### src/twbpf_pkg.sv
/*
  Constants, command codes and state type for the two-wire bus master.
  Assumes a 50 MHz system clock and a 100 kHz bus clock.
*/
package twbpf_pkg;

  // ----------------------------------------------------------------------
  // Timing
  // ----------------------------------------------------------------------
  localparam int CLK_PERIOD_NS = 20;
  localparam int SCL_PERIOD_NS = 10000;
  localparam int QUARTER_CYC = SCL_PERIOD_NS / (4 * CLK_PERIOD_NS);
  localparam logic [7:0] QTR_LOAD = 8'(QUARTER_CYC - 1);
  localparam logic [7:0] HALF_LOAD = 8'(2 * QUARTER_CYC - 1);
  localparam logic [7:0] CNT_ZERO = 8'h00;
  localparam logic [7:0] CNT_STEP = 8'h01;

  // ----------------------------------------------------------------------
  // Commands
  // ----------------------------------------------------------------------
  localparam logic [1:0] CMD_START = 2'h0;
  localparam logic [1:0] CMD_WRITE = 2'h1;
  localparam logic [1:0] CMD_READ = 2'h2;
  localparam logic [1:0] CMD_STOP = 2'h3;

  // ----------------------------------------------------------------------
  // Packet layout
  // ----------------------------------------------------------------------
  localparam logic [6:0] ADDR_GENERAL = 7'h00;
  localparam logic [6:0] ADDR_RESV_MASK = 7'h78;
  localparam logic RW_READ = 1'h1;
  localparam logic [3:0] BIT_FIRST = 4'h0;
  localparam logic [3:0] BIT_LAST = 4'h8;
  localparam logic [3:0] BIT_STEP = 4'h1;
  localparam logic [7:0] READ_FILL = 8'hFF;
  localparam logic [8:0] TX_IDLE = 9'h1FF;

  typedef enum logic [3:0] {
    S_IDLE,
    S_WAIT_FREE,
    S_RS_SDA,
    S_ST_SCL,
    S_ST_SDA,
    S_ST_END,
    S_BIT_LOW,
    S_BIT_RISE,
    S_BIT_HIGH,
    S_HOLD,
    S_SP_LOW,
    S_SP_SCL,
    S_SP_SDA
  } twbpf_state_t;

endpackage : twbpf_pkg

### src/twbpf_host.sv
/*
  Two-wire bus master: START, repeated START, STOP, address and data
  packets, acknowledge handling, clock stretching and busy detection.
  Assumes open-drain pads with pull-ups outside; pin inputs are async.
*/
`timescale 1ns/100ps

// Contract
// - SDA changes only while SCL is low, except START and STOP.
// - START is SDA falling with SCL high; STOP is SDA rising.
// - Bus is busy from START to STOP; never start while busy.
// - Repeated START keeps the bus and behaves like START.
// - Address packet: seven address bits, direction bit, acknowledge bit.
// - Direction bit one means read, zero means write.
// - Addressed slave pulls SDA low in ninth cycle; else leaves high.
// - After an unacknowledged address, only STOP or repeated START.
// - Address byte goes out most significant bit first.
// - Address zero with write is a general call to enabled slaves.
// - General-call address with read is never sent.
// - Addresses with upper four bits all ones are reserved.
// - Data packet: eight bits then acknowledge; low ACK, high NACK.
// - Master makes all clock pulses, START and STOP; receiver acks.
// - Receiver answers its final byte with NACK.
// - Data bytes go out most significant bit first.
// - Transfer is START, address, data, STOP; never START then STOP.
// - Slave may hold SCL low; master waits for real release.
// - Lines are wired-AND; a one is sent by releasing the line.
module twbpf_host
  import twbpf_pkg::*;
(
  input wire logic clk,
  input wire logic reset_n,
  input wire logic scl_i,
  output logic scl_o,
  output logic scl_oe_n,
  input wire logic sda_i,
  output logic sda_o,
  output logic sda_oe_n,
  input wire logic cmd_valid,
  input wire logic [1:0] cmd_code,
  input wire logic [6:0] cmd_addr,
  input wire logic cmd_rw,
  input wire logic [7:0] cmd_data,
  input wire logic cmd_last,
  output logic cmd_ready,
  output logic done,
  output logic ack,
  output logic [7:0] rx_data,
  output logic error,
  output logic bus_busy
);

  // ----------------------------------------------------------------------
  // Reset release and pin synchronisers
  // ----------------------------------------------------------------------
  logic rst_m_q;
  logic rst_n_q;
  logic scl_m_q;
  logic scl_s_q;
  logic sda_m_q;
  logic sda_s_q;
  logic sda_d_q;

  always_ff @(posedge clk or negedge reset_n) begin
    if (!reset_n) begin
      rst_m_q <= 1'h0;
      rst_n_q <= 1'h0;
    end else begin
      rst_m_q <= 1'h1;
      rst_n_q <= rst_m_q;
    end
  end

  always_ff @(posedge clk or negedge rst_n_q) begin
    if (!rst_n_q) begin
      scl_m_q <= 1'h1;
      scl_s_q <= 1'h1;
      sda_m_q <= 1'h1;
      sda_s_q <= 1'h1;
      sda_d_q <= 1'h1;
    end else begin
      scl_m_q <= scl_i;
      scl_s_q <= scl_m_q;
      sda_m_q <= sda_i;
      sda_s_q <= sda_m_q;
      sda_d_q <= sda_s_q;
    end
  end

  // ----------------------------------------------------------------------
  // Bus busy detection
  // ----------------------------------------------------------------------
  logic busy_q;
  logic start_seen;
  logic stop_seen;

  assign start_seen = scl_s_q && sda_d_q && !sda_s_q;
  assign stop_seen = scl_s_q && !sda_d_q && sda_s_q;

  always_ff @(posedge clk or negedge rst_n_q) begin
    if (!rst_n_q) begin
      busy_q <= 1'h0;
    end else if (start_seen) begin
      busy_q <= 1'h1;
    end else if (stop_seen) begin
      busy_q <= 1'h0;
    end
  end

  // ----------------------------------------------------------------------
  // Sequencer
  // ----------------------------------------------------------------------
  twbpf_state_t state_q;
  logic [7:0] cnt_q;
  logic [3:0] bit_q;
  logic [8:0] tx_q;
  logic [8:0] rx_q;
  logic scl_oe_n_q;
  logic sda_oe_n_q;
  logic scl_o_q;
  logic sda_o_q;
  logic cmd_ready_q;
  logic done_q;
  logic err_q;
  logic ack_q;
  logic [7:0] rx_data_q;
  logic nack_q;
  logic addr_ph_q;
  logic accept;
  logic bad_addr;

  assign accept = cmd_valid && cmd_ready_q;
  assign bad_addr = (cmd_addr == ADDR_GENERAL && cmd_rw == RW_READ) ||
                    ((cmd_addr & ADDR_RESV_MASK) == ADDR_RESV_MASK);

  // Output drivers never go high: a one is a released line
  always_ff @(posedge clk or negedge rst_n_q) begin
    if (!rst_n_q) begin
      scl_o_q <= 1'h0;
      sda_o_q <= 1'h0;
    end else begin
      scl_o_q <= 1'h0;
      sda_o_q <= 1'h0;
    end
  end

  always_ff @(posedge clk or negedge rst_n_q) begin
    if (!rst_n_q) begin
      state_q <= S_IDLE;
      cnt_q <= CNT_ZERO;
      bit_q <= BIT_FIRST;
      tx_q <= TX_IDLE;
      rx_q <= 9'h000;
      scl_oe_n_q <= 1'h1;
      sda_oe_n_q <= 1'h1;
      cmd_ready_q <= 1'h1;
      done_q <= 1'h0;
      err_q <= 1'h0;
      ack_q <= 1'h0;
      rx_data_q <= 8'h00;
      nack_q <= 1'h0;
      addr_ph_q <= 1'h0;
    end else begin
      done_q <= 1'h0;
      err_q <= 1'h0;
      if (cnt_q != CNT_ZERO) begin
        cnt_q <= cnt_q - CNT_STEP;
      end
      case (state_q)
        S_IDLE, S_HOLD: begin
          if (accept) begin
            if (cmd_code == CMD_START) begin
              if (bad_addr) begin
                err_q <= 1'h1;
              end else begin
                cmd_ready_q <= 1'h0;
                tx_q <= {cmd_addr, cmd_rw, 1'h1};
                nack_q <= 1'h0;
                addr_ph_q <= 1'h1;
                cnt_q <= QTR_LOAD;
                if (state_q == S_IDLE) begin
                  state_q <= S_WAIT_FREE;
                end else begin
                  state_q <= S_RS_SDA;
                end
              end
            end else if (state_q == S_IDLE) begin
              err_q <= 1'h1;
            end else if (cmd_code == CMD_STOP) begin
              cmd_ready_q <= 1'h0;
              sda_oe_n_q <= 1'h0;
              cnt_q <= QTR_LOAD;
              state_q <= S_SP_LOW;
            end else if (nack_q) begin
              err_q <= 1'h1;
            end else begin
              cmd_ready_q <= 1'h0;
              if (cmd_code == CMD_READ) begin
                tx_q <= {READ_FILL, cmd_last};
              end else begin
                tx_q <= {cmd_data, 1'h1};
              end
              bit_q <= BIT_FIRST;
              cnt_q <= HALF_LOAD;
              state_q <= S_BIT_LOW;
            end
          end
        end
        S_WAIT_FREE: begin
          cnt_q <= QTR_LOAD;
          if (!busy_q) begin
            state_q <= S_RS_SDA;
          end
        end
        S_RS_SDA: begin
          sda_oe_n_q <= 1'h1;
          if (cnt_q == CNT_ZERO) begin
            scl_oe_n_q <= 1'h1;
            cnt_q <= QTR_LOAD;
            state_q <= S_ST_SCL;
          end
        end
        S_ST_SCL: begin
          if (!scl_s_q) begin
            cnt_q <= QTR_LOAD;
          end else if (cnt_q == CNT_ZERO) begin
            sda_oe_n_q <= 1'h0;
            cnt_q <= QTR_LOAD;
            state_q <= S_ST_SDA;
          end
        end
        S_ST_SDA: begin
          if (cnt_q == CNT_ZERO) begin
            scl_oe_n_q <= 1'h0;
            cnt_q <= QTR_LOAD;
            state_q <= S_ST_END;
          end
        end
        S_ST_END: begin
          if (cnt_q == CNT_ZERO) begin
            bit_q <= BIT_FIRST;
            cnt_q <= HALF_LOAD;
            state_q <= S_BIT_LOW;
          end
        end
        S_BIT_LOW: begin
          if (cnt_q == QTR_LOAD) begin
            sda_oe_n_q <= tx_q[8];
          end
          if (cnt_q == CNT_ZERO) begin
            scl_oe_n_q <= 1'h1;
            cnt_q <= HALF_LOAD;
            state_q <= S_BIT_RISE;
          end
        end
        S_BIT_RISE: begin
          cnt_q <= HALF_LOAD;
          if (scl_s_q) begin
            state_q <= S_BIT_HIGH;
          end
        end
        S_BIT_HIGH: begin
          if (cnt_q == CNT_ZERO) begin
            rx_q <= {rx_q[7:0], sda_s_q};
            tx_q <= {tx_q[7:0], 1'h1};
            scl_oe_n_q <= 1'h0;
            if (bit_q == BIT_LAST) begin
              rx_data_q <= rx_q[7:0];
              ack_q <= !sda_s_q;
              nack_q <= addr_ph_q && sda_s_q;
              addr_ph_q <= 1'h0;
              done_q <= 1'h1;
              cmd_ready_q <= 1'h1;
              state_q <= S_HOLD;
            end else begin
              bit_q <= bit_q + BIT_STEP;
              cnt_q <= HALF_LOAD;
              state_q <= S_BIT_LOW;
            end
          end
        end
        S_SP_LOW: begin
          if (cnt_q == CNT_ZERO) begin
            scl_oe_n_q <= 1'h1;
            cnt_q <= QTR_LOAD;
            state_q <= S_SP_SCL;
          end
        end
        S_SP_SCL: begin
          if (!scl_s_q) begin
            cnt_q <= QTR_LOAD;
          end else if (cnt_q == CNT_ZERO) begin
            sda_oe_n_q <= 1'h1;
            cnt_q <= QTR_LOAD;
            state_q <= S_SP_SDA;
          end
        end
        S_SP_SDA: begin
          if (cnt_q == CNT_ZERO) begin
            done_q <= 1'h1;
            cmd_ready_q <= 1'h1;
            nack_q <= 1'h0;
            state_q <= S_IDLE;
          end
        end
        default: begin
          state_q <= S_IDLE;
        end
      endcase
    end
  end

  assign scl_o = scl_o_q;
  assign scl_oe_n = scl_oe_n_q;
  assign sda_o = sda_o_q;
  assign sda_oe_n = sda_oe_n_q;
  assign cmd_ready = cmd_ready_q;
  assign done = done_q;
  assign ack = ack_q;
  assign rx_data = rx_data_q;
  assign error = err_q;
  assign bus_busy = busy_q;

  // ----------------------------------------------------------------------
  // Checks
  // ----------------------------------------------------------------------
  a_sda_stable_high: assert property (
    @(posedge clk) disable iff (!rst_n_q)
    (state_q == S_BIT_HIGH && $past(state_q) == S_BIT_HIGH)
      |-> $stable(sda_oe_n_q))
    else $error("SDA moved while SCL was high in a bit");

  a_start_shape: assert property (
    @(posedge clk) disable iff (!rst_n_q)
    $rose(state_q == S_ST_SDA) |-> (!sda_oe_n_q && scl_oe_n_q))
    else $error("START not formed with SCL released");

  a_no_start_busy: assert property (
    @(posedge clk) disable iff (!rst_n_q)
    (state_q == S_WAIT_FREE && busy_q) |=> state_q == S_WAIT_FREE)
    else $error("START begun while bus busy");

  a_rep_start_path: assert property (
    @(posedge clk) disable iff (!rst_n_q)
    (state_q == S_HOLD && accept && cmd_code == CMD_START && !bad_addr)
      |=> (state_q == S_RS_SDA) ##[1:200] (state_q == S_ST_SCL))
    else $error("Repeated START did not release SDA first");

  a_addr_load: assert property (
    @(posedge clk) disable iff (!rst_n_q)
    (accept && cmd_code == CMD_START && !bad_addr)
      |=> (tx_q == {$past(cmd_addr), $past(cmd_rw), 1'h1}))
    else $error("Address packet not loaded as address, direction, ack");

  a_nine_bits: assert property (
    @(posedge clk) disable iff (!rst_n_q)
    (state_q == S_BIT_HIGH && cnt_q == CNT_ZERO && bit_q == BIT_LAST)
      |=> (state_q == S_HOLD && done_q && cmd_ready_q))
    else $error("Packet did not end after nine bits");

  a_msb_first: assert property (
    @(posedge clk) disable iff (!rst_n_q)
    $rose(state_q == S_BIT_RISE) |-> sda_oe_n_q == tx_q[8])
    else $error("Bit on SDA is not the top of the shift register");

  a_nack_refuse: assert property (
    @(posedge clk) disable iff (!rst_n_q)
    (state_q == S_HOLD && accept && nack_q &&
     (cmd_code == CMD_WRITE || cmd_code == CMD_READ))
      |=> (err_q && state_q == S_HOLD))
    else $error("Data packet sent after unacknowledged address");

  a_gc_read: assert property (
    @(posedge clk) disable iff (!rst_n_q)
    (accept && cmd_code == CMD_START && cmd_addr == ADDR_GENERAL &&
     cmd_rw == RW_READ) |=> (err_q && cmd_ready_q))
    else $error("General call with read not refused");

  a_empty_frame: assert property (
    @(posedge clk) disable iff (!rst_n_q)
    (state_q == S_IDLE && accept && cmd_code == CMD_STOP)
      |=> (err_q && state_q == S_IDLE))
    else $error("STOP accepted without a transfer");

  a_stretch_wait: assert property (
    @(posedge clk) disable iff (!rst_n_q)
    (state_q == S_BIT_RISE && !scl_s_q) |=> state_q == S_BIT_RISE)
    else $error("Bit continued while SCL held low");

  a_last_nack: assert property (
    @(posedge clk) disable iff (!rst_n_q)
    (state_q == S_HOLD && accept && cmd_code == CMD_READ && !nack_q)
      |=> tx_q[0] == $past(cmd_last))
    else $error("Final read acknowledge bit wrong");

  a_open_drain: assert property (
    @(posedge clk) disable iff (!rst_n_q)
    (!scl_oe_n_q || !sda_oe_n_q) |-> (!scl_o_q && !sda_o_q))
    else $error("Line driven high");

endmodule : twbpf_host

### config.mk
export PLATFORM = sky130hd
export DESIGN_NAME = twbpf_host
export DESIGN_NICKNAME = d
export VERILOG_FILES = /design/src/twbpf_pkg.sv /design/src/twbpf_host.sv
export SDC_FILE = /design/constraint.sdc
export NUM_CORES = 1
export LEC_CHECK = 0
export ABC_AREA = 1
export BUFFER_PORTS_ARGS = -buffer_cell sky130_fd_sc_hd__buf_2
export CAP_MARGIN = 20
export CELL_PAD_IN_SITES_DETAIL_PLACEMENT = 0
export CELL_PAD_IN_SITES_GLOBAL_PLACEMENT = 2
export CORE_ASPECT_RATIO = 0.6
export CORE_MARGIN = 3
export CORE_UTILIZATION = 36
export DETAILED_ROUTE_END_ITERATION = 10
export GPL_TIMING_DRIVEN = 0
export MAX_ROUTING_LAYER = met4
export PLACE_DENSITY_LB_ADDON = 0.1
export SETUP_SLACK_MARGIN = 0.05
export SLEW_MARGIN = 30
export SYNTH_ARGS = -nofsm -noshare
export SYNTH_HDL_FRONTEND = slang
export SYNTH_SLANG_ARGS = --single-unit
### constraint.sdc
create_clock -name clk -period 3.85 [get_ports clk]
set_clock_uncertainty 0.05 [all_clocks]
set_input_delay 0.385 -clock clk [delete_from_list [all_inputs] [get_ports clk]]
set_output_delay 0.385 -clock clk [all_outputs]
set_load 0.02 [all_outputs]
=== After elaboration in Yosys (flattened, before gate mapping) ===
Index checks and enable logic that the tools add are counted.
W data, S select, Z words.

* Flip-flop bits (word level): 57
* Input bits: 24
* Output and inout bits: 17
* Logic and storage cells: 205

* Add/sub/neg operators: 2
* Equality and inequality tests: 48
* Multiplexer cells: 96
* Reduce and logical (&&, ||, !) cells: 37

{| class="wikitable"
|+ Operators with widths
! operator !! number
|-
| $mux W4 || 27
|-
| $mux W8 || 12
|-
| $mux W9 || 8
|-
| $pmux W8 S7 || 1
|-
| $ne A2 B2 Y1 const B || 24
|-
| $pmux W4 S12 || 1
|-
| $mux W1 || 38
|-
| $eq A4 B4 Y1 const B || 7
|-
| $pmux W9 S2 || 1
|-
| $reduce_and A17 Y1 || 1
|-
| $eq A4 B3 Y1 const B || 4
|-
| $reduce_and A7 Y1 || 2
|-
| $ne A3 B3 Y1 const B || 4
|-
| $pmux W4 S3 || 1
|-
| $reduce_and A10 Y1 || 1
|-
| $reduce_and A9 Y1 || 1
|-
| $eq A4 B2 Y1 const B || 2
|-
| $eq A8 B7 Y1 const B || 1
|-
| $logic_not A8 Y1 || 1
|-
| $reduce_and A8 Y1 || 1
|-
| $reduce_bool A8 Y1 || 1
|-
| $reduce_or A2 Y1 || 4
|-
| $sub A8 B1 Y8 const B || 1
|-
| $logic_and A1 B1 Y1 || 7
|-
| 21 further kinds || 32
|}

=== Depth between registers and ports, before layout ===
Gate-level depths: netlist of the first run.

* Word-level depth: 8
* Gate-level depth with buffers: 12
* Mapped depth without buffers: 11

=== Worst setup path before layout of the first run ===
No wires, ideal clock.

* Path type: reg-to-reg
* Start point: register cnt_q[0]
* End point: register cnt_q[0]
* Library setup time: 127 ps
* Arrival: 1897 ps
* Required time: 3673 ps
* Path slack: 1776 ps
* Stages on the path, launching flop included: 13
* Buffers on the path: 1
* Period minus slack after synthesis: 2074 ps
* Cells stage by stage: dfrtp_1 > inv_1 > ha_1 > nand2_1 > inv_1 > nand2_2 > buf_2 > ha_1 > nand2_1 > nand3_1 > nand3_1 > nor2_1 > a21boi_0

* Longest elaborated chain between the ends: 8

{| class="wikitable"
|+ Ends and longest elaborated chain
! item !! RTL line !! source
|-
| from (decl) || twbpf_host.sv:114 || <nowiki>logic [7:0] cnt_q;</nowiki>
|-
| from (signal assigned) || twbpf_host.sv:167 || <nowiki>cnt_q <= cnt_q - CNT_STEP;</nowiki>
|-
| $sub A8 B1 Y8 or $reduce_bool A8 Y1 (tied branches) || twbpf_host.sv:167, twbpf_host.sv:166 ||
|-
| $mux W8 || twbpf_host.sv:166 || <nowiki>if (cnt_q != CNT_ZERO) begin</nowiki>
|-
| $mux W8 || twbpf_host.sv:194 || <nowiki>end else if (nack_q) begin</nowiki>
|-
| $mux W8 || twbpf_host.sv:189 || <nowiki>end else if (cmd_code == CMD_STOP) begin</nowiki>
|-
| $mux W8 || twbpf_host.sv:187 || <nowiki>end else if (state_q == S_IDLE) begin</nowiki>
|-
| $mux W8 || twbpf_host.sv:172 || <nowiki>if (cmd_code == CMD_START) begin</nowiki>
|-
| $mux W8 || twbpf_host.sv:171 || <nowiki>if (accept) begin</nowiki>
|-
| $pmux W8 S7 (*) || twbpf_host.sv:169 || <nowiki>case (state_q)</nowiki>
|}

Every way passes the cells marked *; elsewhere a longest branch is shown, timed or not.
A chain may end at the register's enable or synchronous reset.

=== Worst setup path after layout of the first run ===
Ends and elaborated chain as after synthesis.

==> flow_metrics.py, run 1 <==
metrics = {
    "grt": {
        "grt_pass1_wl_um": 17200,
        "grt_antenna_before_repair": 0,
        "grt_max_degree": 42,
        "grt_pass1_vias": 3133,
        "grt-busiest-layer": "met1",
        "grt_use_met1": 0.329,
        "use_met2": 0.240,
        "met3_usage": 0.0416,
        "grt_usage": 0.200,
        "grt_overflow_total": 0,
    },
    "yosys": {
        "synth_area_mm2": 0.00361,
        "synth-main-ff-cell": "dfrtp_1",
        "synth_most_common_cell": "nand2_1",
        "yosys_register_bits": 57,
        "postSynth.asyncResetShare": 1.00,
        "ys_warn_count": 0,
        "netlist_instances": 501,
        "synth_top_cells_by_count": "nand2_1, inv_1, nor2_1",
        "seq_area_frac_synth": 0.401,
        "synth_area_leaders": "dfrtp_1, nand2_1, dfstp_2",
        "synth_edf_count": 0,
        "synth_top_area_cell": "dfrtp_1",
        "ys_types": 39,
        "postSynthAreaPerCell_um2": 7.21,
        "synth.top_cell.area_share": 0.277,
    },
    "sta": {
        "worst_pin_slew_ns": 0.689,
        "finalSetupViolations": 0,
        "fmax_ghz": 0.407,
        "grt_setup_unrepaired": "false",
        "period_share": 0.638,
        "hold_violations": 0,
        "maxSlewViolCount": 0,
        "tns_ns": 0,
        "period_needed_ns": 2.46,
        "slew_headroom": 0.539,
    },
    "floorplanning": {
        "start_util": 0.382,
        "num_rows": 27,
        "die_height_um": 83.6,
        "die_area_mm2": 0.0113,
        "die_x_um": 135,
        "ios": 41,
        "design.core.area_mm2": 0.00946,
    },
    "clocking": {
        "clock-sinks": 57,
        "cts_tree": "done",
        "clk_path_buf_depth": 2,
        "root_buffer": "clkbuf_16",
        "cts_buffers": 9,
        "clk_pin_slew_ns": 0.06,
        "h-tree-depth": 3,
        "clock_latency_ns": 0.34,
        "cts_setup_buffers": 0,
    },
    "setup_path": {
        "crit_buf_inv": 3,
        "arrival_ns": 2.62,
        "slowest_stage": "dfrtp_1",
        "critPathKind": "flop to flop",
        "cp_data_required_time_ns": 4.02,
        "cp-start-kind": "flop",
        "max_stage_delay_ns": 0.38,
        "path_max_fanout": 11,
        "crit_family": "simple AND/OR/NAND/NOR gates",
        "endpoint_kind": "flop",
        "path_cells": "inv_1, ha_1, nand2_1, inv_1, nand2_2, buf_2, ha_1, nand2_1, nand3_1, nand3_1, nor2_1, a21boi_0",
    },
    "route": {
        "drtPass1Iterations": 7,
        "wirelength_um": 10600,
        "wl_per_cell_um": 15.5,
        "drtIter0Drc": 296,
        "ant_nets": 0,
        "via_per_inst": 4.96,
        "drc": 0,
        "dr_total_vias": 3415,
    },
    "min_path": {
        "hp-class": "input port to flop",
    },
    "cells_and_area": {
        "nNetsFinal": 585,
        "fin_util": 0.461,
        "nFillCells": 985,
        "drive_gt1_frac": 0.203,
        "antennaDiodeCount": 0,
        "area_growth_syn_to_layout_pct": 20.6,
    },
    "flow_run": {
        "max_cap_violations": 0,
    },
    "place": {
        "hpwlAfterDp_um": 8160,
        "io_buffers": 38,
        "gp_congestion": 0.903,
    },
    "power": {
        "worst_ir_drop_vdd_v": 0.000230,
        "power.density_mw_per_mm2": 379,
        "leakage_nw": 2.36,
        "finalPower_mw": 1.65,
    },
    "status": {
        "status": "finished, final reports clean",
    },
}
## repair_timing
| item | in CTS | in global routing |
|---|---|---|
| gates resized for setup | 0 | 0 |
| hold buffers | 1 | 0 |
| hold endpoints to repair | 2 | 0 |
| setup endpoints to repair | 0 | 0 |
## registers in the layout, indices dropped and copies added (netlist names), 4 cells and up
signal	flops
bit_q	4
cnt_q	8
rx_data	8
rx_q	8
state_q	4
tx_q	9
## cells by family after synthesis
kind of cell	count (synthesis)	synth area share
AND/OR/NAND/NOR	286	0.356
XOR/XNOR	4	0.00970
other	2	0.00208
AO/OA/AOI/OAI	69	0.113
adder cells (fa/ha/maj)	8	0.0277
flip-flops	57	0.401
multiplexers	1	0.00312
buffers and inverters	74	0.0886
## layout make-up
type | count | area (µm²) | share of cell area
plain buffers | 13 | 91.3 | 0.0210
clock buffers | 12 | 256 | 0.0588
clock inverters | 4 | 98.8 | 0.0227
inverters | 61 | 229 | 0.0525
multi-input cells | 371 | 1850 | 0.424
flip-flops and latches | 57 | 1450 | 0.333
well taps | 130 | 163 | 0.0373
repair buffers | 40 | 220 | 0.0505
## cells in the final DEF (no fill, tap or decap), drive strengths merged
master and n:
o22ai 9, ha 8, dlygate4sd3 1, buf 51
nand3 48, a21boi 2, mux2 1, a21oi 16
bufinv 3, clkbuf 13, inv 61, nor3b 1
dfrtp 40, o21ai 36, nand2 169, nand4 8
conb 3, xor2 2, a31oi 1, nor3 5
a211oi 1, xnor2 2, dfstp 17, o31ai 1
o2111ai 2, o211ai 1, clkinv 1, nor2 55
## where the power goes
group	leakage (nW)	switching [mW]	total [mW]	internal (mW)
clock	0.173	0.297	0.966	0.669
sequential	0.660	0.00908	0.617	0.608
combinational	1.52	0.0419	0.0674	0.0256
## path summary, 6_finish.rpt
kind / start / end / slack [ns] / depth (start not counted)
setup / recovery: cnt_q[0] / cnt_q[0] / 1.39 / 12
max in group asynchronous: rst_n_q / tx_q[7] / 3.04 / 1
hold / removal: sda_i / sda_m_q / 0.1 / 1
min in group asynchronous: rst_n_q / cnt_q[3] / 0.14 / 0
setup reg to reg: cnt_q[0] / cnt_q[0] / 1.39 / 12
hold reg to reg: rst_n_q / cnt_q[3] / 0.14 / 0
## layer usage
| layer | part of all wire | up-vias |
|---|---|---|
| li1 | - | 1716 |
| met4 | 0.0071 | 0 |
| met5 | 0 | - |
| met1 | 0.57 | 1596 |
| met3 | 0.050 | 7 |
| met2 | 0.37 | 96 |
## per-stage QoR
step	instances	hold slack, ns	setup slack (ns)	cell area [µm²]
floorplan	502	0.0394	1.78	3620
detailed placement	671	0.125	1.42	3990
CTS	688	0.0940	1.41	4360
global route	688	0.0902	1.21	4360
finish	688	0.0979	1.39	4360
global placement	670	0.120	1.33	3970
Power figures use the tool's default switching activity.
==> inputs of run 2 (changes only) <==
--- a/config.mk
+++ b/config.mk
@@ -12,7 +12,7 @@
 export CELL_PAD_IN_SITES_GLOBAL_PLACEMENT = 2
 export CORE_ASPECT_RATIO = 0.6
 export CORE_MARGIN = 3
-export CORE_UTILIZATION = 36
+export CORE_UTILIZATION = 33
 export DETAILED_ROUTE_END_ITERATION = 10
 export GPL_TIMING_DRIVEN = 0
 export MAX_ROUTING_LAYER = met4
==> constraint.sdc (replaced) <==
create_clock -name clk -period 2.3 [get_ports clk]
set_clock_uncertainty 0.05 [all_clocks]
set_input_delay 0.23 -clock clk [delete_from_list [all_inputs] [get_ports clk]]
set_output_delay 0.23 -clock clk [all_outputs]
set_load 0.02 [all_outputs]
==> run 2 against run 1 <==
Combinational power is 68% higher; utilization down 3.4 points; sequential power increased by 67%; cell count rose by 1.2%; total power is 60% higher.
==> flow_metrics.py, run 2 (same netlist as run 1, synthesis figures left out) <==
metrics = {
    "sta": {
        "grt_setup_unrepaired": "true",
        "maxSlewViolCount": 0,
        "finalSetupViolations": 0,
        "setup_slack_ns": 0.157,
        "hold_violations": 0,
        "period_share": 0.932,
        "fmax_ghz": 0.467,
        "period_needed_ns": 2.14,
    },
    "floorplanning": {
        "num_rows": 28,
        "die_area_mm2": 0.0123,
        "start_util": 0.352,
        "ios": 41,
        "die_height_um": 87.1,
        "design.core.area_mm2": 0.0103,
        "die_x_um": 141,
    },
    "power": {
        "leakage_nw": 2.37,
        "finalPower_mw": 2.63,
        "worst_ir_drop_vdd_v": 0.000453,
        "power.density_mw_per_mm2": 601,
    },
    "min_path": {
        "hp-class": "input port to asynchronous set/reset pin",
    },
    "route": {
        "wirelength_um": 10700,
        "drtPass1Iterations": 4,
        "ant_nets": 0,
        "dr_total_vias": 3355,
        "drc": 0,
        "via_per_inst": 4.82,
        "wl_per_cell_um": 15.3,
        "drtIter0Drc": 241,
    },
    "grt": {
        "grt_max_degree": 38,
        "grt_pass1_vias": 3310,
        "grt_pass1_wl_um": 17800,
        "grt_overflow_total": 0,
        "grt_antenna_before_repair": 0,
        "grt_usage": 0.192,
    },
    "setup_path": {
        "rr_startpoint": "cnt_q[0]",
        "cp-start-kind": "flop",
        "cp_data_required_time_ns": 2.46,
        "crit_start": "cnt_q[0]",
        "max_stage_delay_ns": 0.39,
        "crit_top_cell": "nand3_1",
        "critPathKind": "flop to flop",
        "slowest_stage": "dfrtp_1",
        "arrival_ns": 2.31,
        "endpoint_kind": "flop",
        "path_max_fanout": 11,
        "path_cells": "inv_2, ha_2, nand2_2, inv_1, nand2_4, buf_6, ha_1, nand2_1, nand3_1, nand3_1, nor2_1, a21boi_0",
    },
    "clocking": {
        "cts_tree": "done",
        "cts_buffers": 9,
        "clk_path_buf_depth": 2,
        "clock-sinks": 57,
        "clock_latency_ns": 0.33,
        "root_buffer": "clkbuf_16",
        "h-tree-depth": 3,
        "clk_pin_slew_ns": 0.06,
    },
    "place": {
        "dpl-instance-area_mm2": 0.00400,
        "gp_congestion": 0.890,
        "dp_slack_ns": -0.109,
        "hpwlAfterDp_um": 8170,
        "io_buffers": 38,
    },
    "cells_and_area": {
        "area_growth_syn_to_layout_pct": 21.4,
        "antennaDiodeCount": 0,
        "layout_commonest_cell": "nand2_1",
        "largest_reg_flops": 9,
        "nNetsFinal": 588,
        "largest-register": "tx_q",
        "finish.instance_area_mm2": 0.00439,
        "drive_gt1_frac": 0.212,
        "final_cell_mix": "nand2_1, inv_1, nor2_1, nand3_1, buf_2",
        "nFillCells": 1087,
    },
    "flow_run": {
        "max_cap_violations": 0,
    },
    "status": {
        "status": "finished, final reports clean",
    },
}
[run 2: area by class of cell]
class	count	area (µm²)	share of cell area
timing repair buffer	43	248	0.0565
buffer	13	97.6	0.0223
clock buffer	10	239	0.0545
sequential	57	1450	0.331
tap	135	169	0.0385
inverter	61	229	0.0522
clock inverter	6	90.1	0.0205
multi-input combinational	371	1860	0.425
[run 2: worst max-delay path: cells and delay by family (launching register included)]
kind                     cells  cell delay (ns)
AND/OR/NAND/NOR              6             0.59
adder cells (fa/ha/maj)      2             0.52
flip-flops                   1             0.39
buffers and inverters        3             0.39
AO/OA/AOI/OAI                1             0.09
[run 2: stage by stage]
| stage | TNS [ns] | std cells | util | hold WS (ns) |
|---|---|---|---|---|
| 3_3_place_gp | -9.18 | 675 | 0.387 | -0.0344 |
| 2_1_floorplan | 0 | 502 | - | -0.116 |
| 3_5_place_dp | -0.109 | 676 | 0.390 | -0.0325 |
| 5_1_grt | 0 | 696 | 0.427 | 0.164 |
| 6_report | 0 | 696 | 0.427 | 0.163 |
| 4_1_cts | 0 | 695 | 0.425 | 0.155 |
[run 2: worst paths after layout]
path | end | cells past startpoint | slack [ns]
setup / recovery | cnt_q[0] | 12 | 0.16
hold / removal | rst_n_q | 2 | 0.16
setup reg to reg | cnt_q[0] | 12 | 0.16
hold reg to reg | cnt_q[1] | 0 | 0.17
max in group asynchronous | tx_q[2] | 1 | 1.47
min in group clk | tx_q[0] | 5 | 0.20
[run 2: per-layer routing]
layer	vias to the layer above	routed length, µm	track usage
met2	68	3900	0.247
li1	1715	-	-
met3	6	625	0.0505
met1	1566	6060	0.297
met4	0	66	0.0369
met5	-	0	-
[run 2: timing repair]
item	4_1_cts	5_1_grt
gates resized for setup	3	4
hold endpoints to repair	4	0
gates cloned	0	0
endpoints found under the setup margin	1	7
buffers inserted	0	1
hold buffers	3	0
[run 2: where the power goes]
group          switching (mW)  total (mW)  internal [mW]
clock network           0.506        1.49          0.981
registers              0.0164        1.03           1.02
logic                  0.0687       0.113         0.0447
total                   0.591        2.63           2.04
